### src/inc/bridge_pkg.sv
// shared constants for the bridge primary-side ends
package bridge_pkg;
	localparam int          CFG_AW           = 8;
	localparam int          HOST_AW          = 9;
	localparam logic [7:0]  SUBSYS_VENDOR    = 8'h40;
	localparam logic [7:0]  SUBSYS           = 8'h42;
	localparam logic [7:0]  SYS_CTRL         = 8'h80;
	localparam logic [7:0]  MF_ROUTING       = 8'h8c;
	localparam logic [7:0]  BRIDGE_STATUS    = 8'h90;
	localparam int          WP_BIT           = 5;
	localparam logic [31:0] SYS_CTRL_RESET   = 32'h0000_0020;
	localparam logic [31:0] MF_ROUTING_RESET = 32'h0000_0000;
	localparam int          MF_LOCK_LSB      = 16;
	localparam int          MF_LOCK_MSB      = 19;
	localparam logic [3:0]  MF_LOCK_SEL      = 4'h2;
	localparam int          LOCK_GRAIN_BITS  = 4;
	localparam int          EE_BITS          = 32;
	localparam int          EE_HALF_CYCLES   = 5;
	localparam int          CLK_MHZ          = 10;
	localparam int          HOLD_WAIT_US     = 100;
	localparam int          HOLD_WAIT_CYCLES = HOLD_WAIT_US * CLK_MHZ;
	localparam int          PRIM_LAG_CYCLES  = 16;
	localparam logic [8:0]  HOST_CTRL        = 9'h100;
	localparam logic [8:0]  HOST_STATUS      = 9'h104;
	localparam int          CTRL_SUSPEND_BIT = 0;
	localparam int          CTRL_LOCK_BIT    = 1;
	localparam int          HOST_LOCAL_BIT   = 8;
endpackage

### src/inc/bridge_link.sv
// primary-side link between host and bridge device
interface bridge_link;
	logic        global_reset_n;
	logic        primary_bus_reset_n;
	logic        suspend;
	logic [7:0]  cfg_addr;
	logic [31:0] cfg_wdata;
	logic        cfg_write;
	logic        cfg_read;
	logic [31:0] cfg_rdata;
	logic        txn_valid;
	logic [31:0] txn_addr;
	logic        txn_write;
	logic        lock_n;
	logic        txn_retry;
	logic        post_enable;
	logic        inta_out;
	logic        inta_oe_n;
	logic        inta_n;
	// open-drain wire: released line reads high
	assign inta_n = inta_oe_n ? 1'b1 : inta_out;
	modport device (
		input  global_reset_n, primary_bus_reset_n, suspend,
		input  cfg_addr, cfg_wdata, cfg_write, cfg_read,
		input  txn_valid, txn_addr, txn_write, lock_n,
		output cfg_rdata, txn_retry, post_enable, inta_out, inta_oe_n
	);
	modport host (
		output global_reset_n, primary_bus_reset_n, suspend,
		output cfg_addr, cfg_wdata, cfg_write, cfg_read,
		output txn_valid, txn_addr, txn_write, lock_n,
		input  cfg_rdata, txn_retry, post_enable, inta_n
	);
endinterface

### src/rtl/bridge_device.sv
// bridge device end: subsystem ids, lock tracking, eeprom load
module bridge_device (
	// clock and reset
	input  wire logic                 CLK,
	input  wire logic                 ARST_N,
	// primary link
	bridge_link.device                LINK,
	// multipurpose pin four
	output logic                      MULTIPURPOSE_PIN_FOUR,
	output logic                      MULTIPURPOSE_PIN_FOUR_OE_N,
	// card side lock
	output logic                      CARD_LOCK_N,
	output logic                      CARD_LOCK_OE_N,
	// serial eeprom
	output logic                      EE_SCL,
	output logic                      EE_SCL_OE_N,
	input  wire logic                 EE_SDA_IN,
	// card interrupt
	input  wire logic                 CARD_IRQ_N,
	// forwarded transaction
	output logic                      FWD_VALID,
	output logic [31:0]               FWD_ADDR,
	output logic                      FWD_WRITE,
	output logic                      FWD_POSTED,
	output logic                      LOAD_DONE
);
	import bridge_pkg::*;

	typedef enum {LD_SHIFT, LD_DONE} load_t;

	function automatic logic same_word(input logic [7:0] a, input logic [7:0] b);
		same_word = (a[7:2] == b[7:2]);
	endfunction

	////////////////////////////////////////////////////////////////////////
	// reset gating
	logic global_active;
	logic core_rst;
	assign global_active = !LINK.global_reset_n;
	// suspend keeps primary reset away from all core state
	assign core_rst = global_active || (!LINK.primary_bus_reset_n && !LINK.suspend);

	////////////////////////////////////////////////////////////////////////
	// pin synchronisers: sda in bit 0, card interrupt in bit 1
	logic [1:0] s1, s2, s3, pin_stable;
	logic [1:0] next_pin_stable;
	always_comb begin
		for (int i = 0; i < 2; i++) begin
			next_pin_stable[i] = (s2[i] == s3[i]) ? s3[i] : pin_stable[i];
		end
	end
	always_ff @(posedge CLK or negedge ARST_N) begin
		if (!ARST_N) begin
			s1         <= 2'h3;
			s2         <= 2'h3;
			s3         <= 2'h3;
			pin_stable <= 2'h3;
		end else begin
			s1         <= {CARD_IRQ_N, EE_SDA_IN};
			s2         <= s1;
			s3         <= s2;
			pin_stable <= next_pin_stable;
		end
	end

	////////////////////////////////////////////////////////////////////////
	// eeprom loader and configuration registers
	load_t       ld_state, next_ld_state;
	logic [7:0]  div, next_div;
	logic [5:0]  bit_cnt, next_bit_cnt;
	logic [31:0] shift, next_shift;
	logic        scl, next_scl;
	logic [15:0] svid, next_svid;
	logic [15:0] sid, next_sid;
	logic [31:0] sys_ctrl, next_sys_ctrl;
	logic [31:0] mf_routing, next_mf_routing;
	logic [31:0] rdata, next_rdata;
	logic        locked, next_locked;
	logic [27:0] lock_region, next_lock_region;
	logic        acquire, retry;

	always_comb begin
		next_ld_state   = ld_state;
		next_div        = div;
		next_bit_cnt    = bit_cnt;
		next_shift      = shift;
		next_scl        = scl;
		next_svid       = svid;
		next_sid        = sid;
		next_sys_ctrl   = sys_ctrl;
		next_mf_routing = mf_routing;
		if (core_rst) begin
			// each global reset, or primary reset without suspend, restarts the id load
			next_ld_state   = LD_SHIFT;
			next_div        = 8'h00;
			next_bit_cnt    = 6'h00;
			next_scl        = 1'b0;
			next_sys_ctrl   = SYS_CTRL_RESET;
			next_mf_routing = MF_ROUTING_RESET;
		end else begin
			case (ld_state)
				LD_SHIFT: begin
					if (div == 8'(EE_HALF_CYCLES - 1)) begin
						next_div = 8'h00;
						next_scl = !scl;
						if (!scl) begin
							next_shift   = {shift[30:0], pin_stable[0]};
							next_bit_cnt = bit_cnt + 6'h01;
							if (bit_cnt == 6'(EE_BITS - 1)) begin
								// vendor id in the low half, subsystem_ident above
								next_svid     = next_shift[15:0];
								next_sid      = next_shift[31:16];
								next_ld_state = LD_DONE;
							end
						end
					end else begin
						next_div = div + 8'h01;
					end
				end
				LD_DONE: begin
					next_scl = 1'b0;
				end
				default: next_ld_state = LD_DONE;
			endcase
			if (LINK.cfg_write) begin
				// id writes while loading are dropped: the loader owns the ids
				if (same_word(LINK.cfg_addr, SUBSYS_VENDOR)) begin
					if (!sys_ctrl[WP_BIT] && ld_state == LD_DONE) begin
						next_svid = LINK.cfg_wdata[15:0];
						next_sid  = LINK.cfg_wdata[31:16];
					end
				end else if (same_word(LINK.cfg_addr, SYS_CTRL)) begin
					next_sys_ctrl = LINK.cfg_wdata;
				end else if (same_word(LINK.cfg_addr, MF_ROUTING)) begin
					next_mf_routing = LINK.cfg_wdata;
				end
			end
		end
		next_rdata = 32'h0000_0000;
		if (LINK.cfg_read) begin
			if (same_word(LINK.cfg_addr, SUBSYS_VENDOR)) begin
				next_rdata = {sid, svid};
			end else if (same_word(LINK.cfg_addr, SYS_CTRL)) begin
				next_rdata = sys_ctrl;
			end else if (same_word(LINK.cfg_addr, MF_ROUTING)) begin
				next_rdata = mf_routing;
			end else if (same_word(LINK.cfg_addr, BRIDGE_STATUS)) begin
				next_rdata = {30'h0, ld_state == LD_DONE, locked};
			end
		end
	end

	always_ff @(posedge CLK or negedge ARST_N) begin
		if (!ARST_N) begin
			ld_state   <= LD_SHIFT;
			div        <= 8'h00;
			bit_cnt    <= 6'h00;
			shift      <= 32'h0000_0000;
			scl        <= 1'b0;
			svid       <= 16'h0000;
			sid        <= 16'h0000;
			sys_ctrl   <= SYS_CTRL_RESET;
			mf_routing <= MF_ROUTING_RESET;
			rdata      <= 32'h0000_0000;
		end else begin
			ld_state   <= next_ld_state;
			div        <= next_div;
			bit_cnt    <= next_bit_cnt;
			shift      <= next_shift;
			scl        <= next_scl;
			svid       <= next_svid;
			sid        <= next_sid;
			sys_ctrl   <= next_sys_ctrl;
			mf_routing <= next_mf_routing;
			rdata      <= next_rdata;
		end
	end

	////////////////////////////////////////////////////////////////////////
	// lock tracking and forwarding toward the card
	logic        fwd_valid, next_fwd_valid;
	logic [31:0] fwd_addr, next_fwd_addr;
	logic        fwd_write, next_fwd_write;
	logic        fwd_posted, next_fwd_posted;
	logic        mf_out, next_mf_out;

	// a grant alone never takes the lock; only lock_n low on a transaction does
	assign acquire = LINK.txn_valid && !LINK.lock_n && !locked;
	// only the 16-byte aligned locked region refuses non-owners
	assign retry = LINK.txn_valid && locked && LINK.lock_n
		&& (LINK.txn_addr[31:LOCK_GRAIN_BITS] == lock_region);

	always_comb begin
		next_locked      = locked;
		next_lock_region = lock_region;
		if (core_rst) begin
			next_locked = 1'b0;
		end else if (acquire) begin
			next_locked      = 1'b1;
			next_lock_region = LINK.txn_addr[31:LOCK_GRAIN_BITS];
		end else if (locked && LINK.lock_n && !LINK.txn_valid) begin
			next_locked = 1'b0;
		end
		next_fwd_valid  = LINK.txn_valid && !retry && !core_rst;
		next_fwd_addr   = LINK.txn_addr;
		next_fwd_write  = LINK.txn_write;
		// a write under lock is never posted
		next_fwd_posted = LINK.txn_write && !(locked || acquire);
		next_mf_out     = !(locked || acquire) && LINK.lock_n;
	end

	always_ff @(posedge CLK or negedge ARST_N) begin
		if (!ARST_N) begin
			locked      <= 1'b0;
			lock_region <= 28'h0;
			fwd_valid   <= 1'b0;
			fwd_addr    <= 32'h0000_0000;
			fwd_write   <= 1'b0;
			fwd_posted  <= 1'b0;
			mf_out      <= 1'b1;
		end else begin
			locked      <= next_locked;
			lock_region <= next_lock_region;
			fwd_valid   <= next_fwd_valid;
			fwd_addr    <= next_fwd_addr;
			fwd_write   <= next_fwd_write;
			fwd_posted  <= next_fwd_posted;
			mf_out      <= next_mf_out;
		end
	end

	////////////////////////////////////////////////////////////////////////
	// outputs; every enable is released during global reset
	assign LINK.cfg_rdata   = rdata;
	assign LINK.txn_retry   = retry;
	assign LINK.post_enable = !locked;
	// interrupt a is open drain on the primary side
	assign LINK.inta_out    = 1'b0;
	assign LINK.inta_oe_n   = global_active || pin_stable[1];
	// lock shows on pin four only when routing selects it
	assign MULTIPURPOSE_PIN_FOUR      = mf_out;
	assign MULTIPURPOSE_PIN_FOUR_OE_N = global_active
		|| (mf_routing[MF_LOCK_MSB:MF_LOCK_LSB] != MF_LOCK_SEL);
	// card lock is driven outward only: card-initiated locks are not honoured
	assign CARD_LOCK_N    = !locked;
	assign CARD_LOCK_OE_N = global_active;
	assign EE_SCL         = scl;
	assign EE_SCL_OE_N    = global_active;
	assign FWD_VALID      = fwd_valid;
	assign FWD_ADDR       = fwd_addr;
	assign FWD_WRITE      = fwd_write;
	assign FWD_POSTED     = fwd_posted;
	assign LOAD_DONE      = (ld_state == LD_DONE);
endmodule // bridge_device

### src/flat_wrapper.sv
// flat-port wrapper written by rule: the top's interface ports become plain ports
module bridge_device_flat import bridge_pkg::*;
  (CLK, ARST_N, MULTIPURPOSE_PIN_FOUR, MULTIPURPOSE_PIN_FOUR_OE_N, CARD_LOCK_N, CARD_LOCK_OE_N, EE_SCL, EE_SCL_OE_N, EE_SDA_IN, CARD_IRQ_N, FWD_VALID, FWD_ADDR, FWD_WRITE, FWD_POSTED, LOAD_DONE, LINK_global_reset_n, LINK_primary_bus_reset_n, LINK_suspend, LINK_cfg_addr, LINK_cfg_wdata, LINK_cfg_write, LINK_cfg_read, LINK_txn_valid, LINK_txn_addr, LINK_txn_write, LINK_lock_n, LINK_cfg_rdata, LINK_txn_retry, LINK_post_enable, LINK_inta_out, LINK_inta_oe_n);
  bridge_link LINK_i ();
  input  wire logic CLK;
  input  wire logic ARST_N;
  output logic MULTIPURPOSE_PIN_FOUR;
  output logic MULTIPURPOSE_PIN_FOUR_OE_N;
  output logic CARD_LOCK_N;
  output logic CARD_LOCK_OE_N;
  output logic EE_SCL;
  output logic EE_SCL_OE_N;
  input  wire logic EE_SDA_IN;
  input  wire logic CARD_IRQ_N;
  output logic FWD_VALID;
  output logic [31:0] FWD_ADDR;
  output logic FWD_WRITE;
  output logic FWD_POSTED;
  output logic LOAD_DONE;
  input wire logic [$bits(LINK_i.global_reset_n)-1:0] LINK_global_reset_n;
  input wire logic [$bits(LINK_i.primary_bus_reset_n)-1:0] LINK_primary_bus_reset_n;
  input wire logic [$bits(LINK_i.suspend)-1:0] LINK_suspend;
  input wire logic [$bits(LINK_i.cfg_addr)-1:0] LINK_cfg_addr;
  input wire logic [$bits(LINK_i.cfg_wdata)-1:0] LINK_cfg_wdata;
  input wire logic [$bits(LINK_i.cfg_write)-1:0] LINK_cfg_write;
  input wire logic [$bits(LINK_i.cfg_read)-1:0] LINK_cfg_read;
  input wire logic [$bits(LINK_i.txn_valid)-1:0] LINK_txn_valid;
  input wire logic [$bits(LINK_i.txn_addr)-1:0] LINK_txn_addr;
  input wire logic [$bits(LINK_i.txn_write)-1:0] LINK_txn_write;
  input wire logic [$bits(LINK_i.lock_n)-1:0] LINK_lock_n;
  output wire logic [$bits(LINK_i.cfg_rdata)-1:0] LINK_cfg_rdata;
  output wire logic [$bits(LINK_i.txn_retry)-1:0] LINK_txn_retry;
  output wire logic [$bits(LINK_i.post_enable)-1:0] LINK_post_enable;
  output wire logic [$bits(LINK_i.inta_out)-1:0] LINK_inta_out;
  output wire logic [$bits(LINK_i.inta_oe_n)-1:0] LINK_inta_oe_n;
  assign LINK_i.global_reset_n = LINK_global_reset_n;
  assign LINK_i.primary_bus_reset_n = LINK_primary_bus_reset_n;
  assign LINK_i.suspend = LINK_suspend;
  assign LINK_i.cfg_addr = LINK_cfg_addr;
  assign LINK_i.cfg_wdata = LINK_cfg_wdata;
  assign LINK_i.cfg_write = LINK_cfg_write;
  assign LINK_i.cfg_read = LINK_cfg_read;
  assign LINK_i.txn_valid = LINK_txn_valid;
  assign LINK_i.txn_addr = LINK_txn_addr;
  assign LINK_i.txn_write = LINK_txn_write;
  assign LINK_i.lock_n = LINK_lock_n;
  assign LINK_cfg_rdata = LINK_i.cfg_rdata;
  assign LINK_txn_retry = LINK_i.txn_retry;
  assign LINK_post_enable = LINK_i.post_enable;
  assign LINK_inta_out = LINK_i.inta_out;
  assign LINK_inta_oe_n = LINK_i.inta_oe_n;
  bridge_device u_core (.CLK(CLK), .ARST_N(ARST_N), .LINK(LINK_i), .MULTIPURPOSE_PIN_FOUR(MULTIPURPOSE_PIN_FOUR), .MULTIPURPOSE_PIN_FOUR_OE_N(MULTIPURPOSE_PIN_FOUR_OE_N), .CARD_LOCK_N(CARD_LOCK_N), .CARD_LOCK_OE_N(CARD_LOCK_OE_N), .EE_SCL(EE_SCL), .EE_SCL_OE_N(EE_SCL_OE_N), .EE_SDA_IN(EE_SDA_IN), .CARD_IRQ_N(CARD_IRQ_N), .FWD_VALID(FWD_VALID), .FWD_ADDR(FWD_ADDR), .FWD_WRITE(FWD_WRITE), .FWD_POSTED(FWD_POSTED), .LOAD_DONE(LOAD_DONE));
endmodule
### config.mk
export PLATFORM = sky130hd
export DESIGN_NAME = bridge_device_flat
export DESIGN_NICKNAME = d
export VERILOG_FILES = /design/src/inc/bridge_pkg.sv /design/src/inc/bridge_link.sv /design/src/rtl/bridge_device.sv /design/src/flat_wrapper.sv
export SDC_FILE = /design/constraint.sdc
export NUM_CORES = 1
export LEC_CHECK = 0
export BUFFER_PORTS_ARGS = -buffer_cell sky130_fd_sc_hd__buf_2
export CAP_MARGIN = 30
export CORE_MARGIN = 4
export CORE_UTILIZATION = 45
export DETAILED_ROUTE_END_ITERATION = 8
export MAX_ROUTING_LAYER = met4
export PLACE_DENSITY = 0.66
export SETUP_SLACK_MARGIN = 0.1
export SKIP_CTS_REPAIR_TIMING = 1
export SLEW_MARGIN = 25
export SYNTH_ARGS = -nofsm -noshare
export SYNTH_HDL_FRONTEND = slang
export SYNTH_SLANG_ARGS = --single-unit
### constraint.sdc
create_clock -name CLK -period 3.8 [get_ports CLK]
set_clock_uncertainty 0.15 [all_clocks]
set_input_delay 0.19 -clock CLK [delete_from_list [all_inputs] [get_ports CLK]]
set_output_delay 0.19 -clock CLK [all_outputs]
set_load 0.05 [all_outputs]
== Yosys cells after proc, flatten, opt, wreduce, memory -nomap -nowiden ==
Index checks and enable logic that the tools add are counted.
Cells by class
  add/subtract/negate cells: 2
  mux-type cells: 46
  equal/unequal tests: 19
  reduce and logical (&&, ||, !) cells: 43
  bitwise logic cells: 2
Operator list (number)
  $mux W32: 17
  $mux W16: 14
  $pmux W32 S2: 1
  $eq A32 B1 Y1 const B: 1
  $eq A32 B2 Y1 const B: 1
  $logic_not A32 Y1: 1
  $eq A28 B28 Y1: 1
  $mux W6: 4
  $mux W8: 3
  $eq A6 B6 Y1 const B: 3
  $logic_and A1 B1 Y1: 13
  $eq A6 B5 Y1 const B: 2
  $reduce_and A4 Y1: 3
  $logic_not A1 Y1: 11
  $reduce_bool A2 Y1: 5
  $add A8 B1 Y8 const B: 1
  $eq A8 B3 Y1 const B: 1
  $ne A2 B1 Y1 const B: 4
  $add A6 B1 Y6 const B: 1
  $ne A3 B1 Y1 const B: 2
  $reduce_and A3 Y1: 2
  $reduce_bool A3 Y1: 2
  $mux W1: 5
  $logic_or A1 B1 Y1: 4
  other kinds (7): 10
Storage, ports and cells
  input port bits: 84
  logic and storage cells: 134
  bits in registers: 279

== Logic depth before layout (Yosys ltp) ==
  depth after elaboration: 8
  mapped depth: 8
  mapped depth without buffers: 6

== Worst setup path after synthesis ==
OpenSTA, ideal clock, no wires.
  path type: reg2reg
  start: reg u_core.ld_state[0]
  end: reg u_core.sid[10]
  stages on the path, launching flop included: 8
  required time: 3.585 ns
  buffers on the path: 3
  setup time: 0.065 ns
  arrival time: 2.013 ns
  period minus slack after synthesis: 2.228 ns
  slack: 1.572 ns
  path through: dfrtp_1 o211a_1 buf_2 and4_1 clkbuf_1 clkbuf_1 a211o_1 o221a_2
Between the ends
  word-level cells in the longest chain between the ends: 5
  elaborated cells on any way between the ends: 7
  classes of those cells: eq/ne (1); mux (4); reduce/logical (2)
RTL lines
  from (decl): RTL line bridge_device.sv:68  | load_t ld_state, next_ld_state;
  from (signal assigned): RTL line bridge_device.sv:166  | ld_state <= next_ld_state;
  $logic_not A32 Y1 / $eq A32 B2 Y1 (equally long branches): RTL line bridge_device.sv:101, bridge_device.sv:128
  $mux W16 / $logic_and A1 B1 Y1 (equally long branches): RTL line bridge_device.sv:101, bridge_device.sv:128
  $mux W16: RTL line bridge_device.sv:128  | if (!sys_ctrl[WP_BIT] && ld_state == LD_DONE) begin
  $mux W16: RTL line bridge_device.sv:127  | if (same_word(LINK.cfg_addr, SUBSYS_VENDOR)) begin
  $mux W16 *: RTL line bridge_device.sv:125  | if (LINK.cfg_write) begin
  to (signal assigned): RTL line bridge_device.sv:172  | sid <= next_sid;
  to (decl): RTL line bridge_device.sv:74  | logic [15:0] sid, next_sid;
Mark *: on every way between the ends. The rest lies on a longest branch, timed or not.
A chain may end at the register's enable or synchronous reset.

== Worst setup path in the final report ==
  start: reg u_core.div[0]
  end: reg u_core.shift[8]
Between the ends
  word-level cells in the longest chain between the ends: 2
RTL lines
  from (decl): RTL line bridge_device.sv:69  | logic [7:0] div, next_div;
  from (signal assigned): RTL line bridge_device.sv:167  | div <= next_div;
  $eq A8 B3 Y1: RTL line bridge_device.sv:103  | if (div == 8'(EE_HALF_CYCLES - 1)) begin
  $reduce_and A4 Y1 (no line)
  to (signal assigned): RTL line bridge_device.sv:169  | shift <= next_shift;
  to (decl): RTL line bridge_device.sv:71  | logic [31:0] shift, next_shift;
Every way passes these cells.

==> results.md <==
* Gr ovfl total at 0
* Count leader, synth: dfrtp_1
* Skew-Pair Late Insertion Delay at 0.52 ns
* Largest net degree at the start of global routing at 117
* Min-delay src: LINK_cfg_addr[4]
* Worst Tran Pin Value at approximately 0.92 ns
* Failing checks: negative hold slack
* Non-Filler Instances at 1,364
* Initial antenna violation count at 2
* Synth area leader: dfrtp_1
* Cells after synthesis at 847
* Number of routed nets with antenna violations at 0
* Slew Limit Fails at 0
* Layout cell share with drive strength beyond 1 at between 30 and 40%
* Worst r2r src: u_core.div[0]
* Per-cell routed wire length at around 19 um
* Placement Rows at 54
* Total Wirelength at 25,400 um
* Vias at 7,504
* Area grow syn2layout at 26.5%
* Worst Hold Slack at -0.0467 ns
* CP Capture Type: register
* Syn nets at a little over 900
* DR vias/cell at roughly 5.5
* Syn. warnings at 0
* Register area share after synthesis at 61.0%
* Final min period at 2.72 ns
* # IOs at 162
* F_max at between 300 and 400 MHz
* Max Buffers Root-to-Sink at 3
* FF-to-FF path depth at 6
* Worst R2R End: u_core.shift[8]
* Place WS at 1.11 ns
* #FFs+latches synth at 248
* Die Y-Extent at 158 um
* CTS H-tree lvls at 1
* Cells after DPL at 1,243
* Syn Area/Cell at 12.0 um^2
* Post-synth cell types at 47
* Switching Share at 22.9%
* HPWL Detailed at around 16,000 um
* Main flop type after synthesis: dfrtp_1
* CTS Root Cell: clkbuf_16
* Number of flops mapped to enable cells by yosys at 0
* Psw at 1.38 mW
* Remaining DRCs at 0
* Drt initial violations at 718
* Synth async-reset ratio at 100%
* Total CTS buffers at 27
* Power Density at 469 nW/um^2
* Die area at 25,100 um^2
* Setup violations, final at 0
* First-pass GRT wire length at 39,400 um
* Hold violation count in the final report at 3
* Fin Setup TNS at 0 ns
* Tcrit/Tclk final at approximately 70%
* VDD IR max at 0.433 mV
* Int Power at between 4 and 5 mW
* Initial Util at 46.3%
* Hold Path Stages at 4
* Max transition margin at between 30% and 40%
* Total power at 6.04 mW
* CTS tree: done
* First-pass DRT Iterations at 6
* Hold crit path type: in2reg
* Max FO, Critical Path at 64
* Vias in the first global route at roughly 7,200
* Synth area leaders: dfrtp_1 58%, mux2_2 6.5%, nand2_1 5.2%
* NumNets Final at around 1,200
* Tot GR Track Use at 20.2%
* Top cell type's share of synthesized area at 58.5%
* P_leak at slightly above 6 nW
* Reg2reg setup slack at 1.08 ns
* Commonest cells post-synth: 238 x dfrtp_1, 141 x nand2_1, 73 x a21oi_1
* Logic pwr share at 8.8%
* Maxcap violations at 0
* Setup CP Type: reg2reg
* IO Port Bufs at 158
* CTS clk-pin slew, worst paths at roughly 0.060 ns
* CP required at 4.06 ns
* Clock share of power at 44.9%
* RSZ-0062 raised after global routing: no
* Core box area at 22,000 um^2
* Die width at 158 um
* Worst path arrival time at around 3 ns
* GPL Wtd Cong at 0.791
* # clock sinks at ~250
* Outcome: finished, violations left
* Hold Crit Endpoint: u_core.LINK.cfg_rdata[0]
* Worst Setup Start Kind: register
* Syn Std Cell Area at 10,200 um^2
* Final WS setup at 1.08 ns
* Reg power frac at 46.3%
routing by layer:
layer	wire length [um]	GRT usage, %
met1	11100	27.8
met2	12500	31.9
met4	575	5.08
met5	0	-
met3	1250	2.88
power groups by stage:
stage | registers [mW] | clock network (mW) | logic, mW
finish | 2.80 | 2.71 | 0.530
detailed placement | 2.84 | 0 | 0.477
floorplan | 2.91 | 0 | 0.209
CTS | 2.80 | 2.76 | 0.479
global placement | 2.84 | 0 | 0.472
global route | 2.81 | 2.87 | 0.580
registers in the layout (all words and copies together), names as in the netlist, 2 cells and up:
| name | flops |
|---|---|
| u_core.FWD_ADDR | 32 |
| u_core.LINK.cfg_rdata | 32 |
| u_core.bit_cnt | 6 |
| u_core.div | 8 |
| u_core.lock_region | 28 |
| u_core.mf_routing | 32 |
| u_core.pin_stable | 2 |
| u_core.s1 | 2 |
| u_core.s2 | 2 |
| u_core.s3 | 2 |
| u_core.shift | 31 |
| u_core.sid | 16 |
| u_core.svid | 16 |
| u_core.sys_ctrl | 32 |
worst max-delay path, cell delays in order, from the launching register on:
cell	delay [ns]
dfrtp_1	0.42
inv_1	0.07
ha_1	0.16
or4b_4	0.50
nor4b_4	0.22
buf_4	0.63
mux2_2	0.41
cell type report:
type / instances / area, um^2
diodes: 2 / 5.00
fillers: 1786 / 9140
well taps: 280 / 350
flip-flops and latches: 248 / 6220
repair buffers: 251 / 1700
inverters: 7 / 26.3
clock inverters: 10 / 154
multi-input cells: 529 / 3660
clock buffers: 37 / 773
placed cells by master, fill, tap and decap left out, types with 3 or more instances in the layout:
cell           instances
dfrtp_1              238
buf_2                157
nand2_1              141
a21oi_1               73
dlygate4sd3_1         72
mux2_2                59
a211o_1               33
nor2b_1               32
xnor2_1               31
a222oi_1              30
clkbuf_16             27
o221a_2               26
buf_4                 19
nand3_1               13
nor2_1                10
dfstp_2               10
nand4_1                9
o21ai_0                8
inv_1                  7
o221a_1                6
a21o_1                 6
clkbuf_8               6
or3_1                  5
clkinv_2               5
and2_1                 4
nor4_1                 4
nor3_1                 4
bufinv_16              4
clkbuf_1               4
and3_1                 3
nor4b_1                3
ha_1                   3
cell families after synthesis:
logic type / share of synthesized area (%)
XOR/XNOR: 2.75
other: 0.0368
adder cells (fa/ha/maj): 0.565
multiplexers: 6.72
AND/OR/NAND/NOR: 11.3
flip-flops: 61.0
AO/OA/AOI/OAI: 14.4
buffers and inverters: 3.25
per-stage QoR:
step	utilization [%]	area, um^2
3_3_place_gp	51.0	11200
2_1_floorplan	-	10200
6_report	58.5	12900
3_5_place_dp	51.0	11200
5_1_grt	58.5	12900
4_1_cts	55.2	12200
worst max path at each step:
stage	from	endpoint	slack, ns	depth (start not counted)
3_3_place_gp	u_core.div[0]	u_core.shift[3]	1.14	6
2_1_floorplan	u_core.ld_state[0]	u_core.sid[10]	1.57	7
5_1_grt	u_core.div[0]	u_core.shift[19]	0.94	6
6_report	u_core.div[0]	u_core.shift[8]	1.08	6
4_1_cts	u_core.div[0]	u_core.shift[11]	1.10	6
3_5_place_dp	u_core.div[0]	u_core.shift[8]	1.11	6
Note: power is estimated with default switching activity, not from simulation.
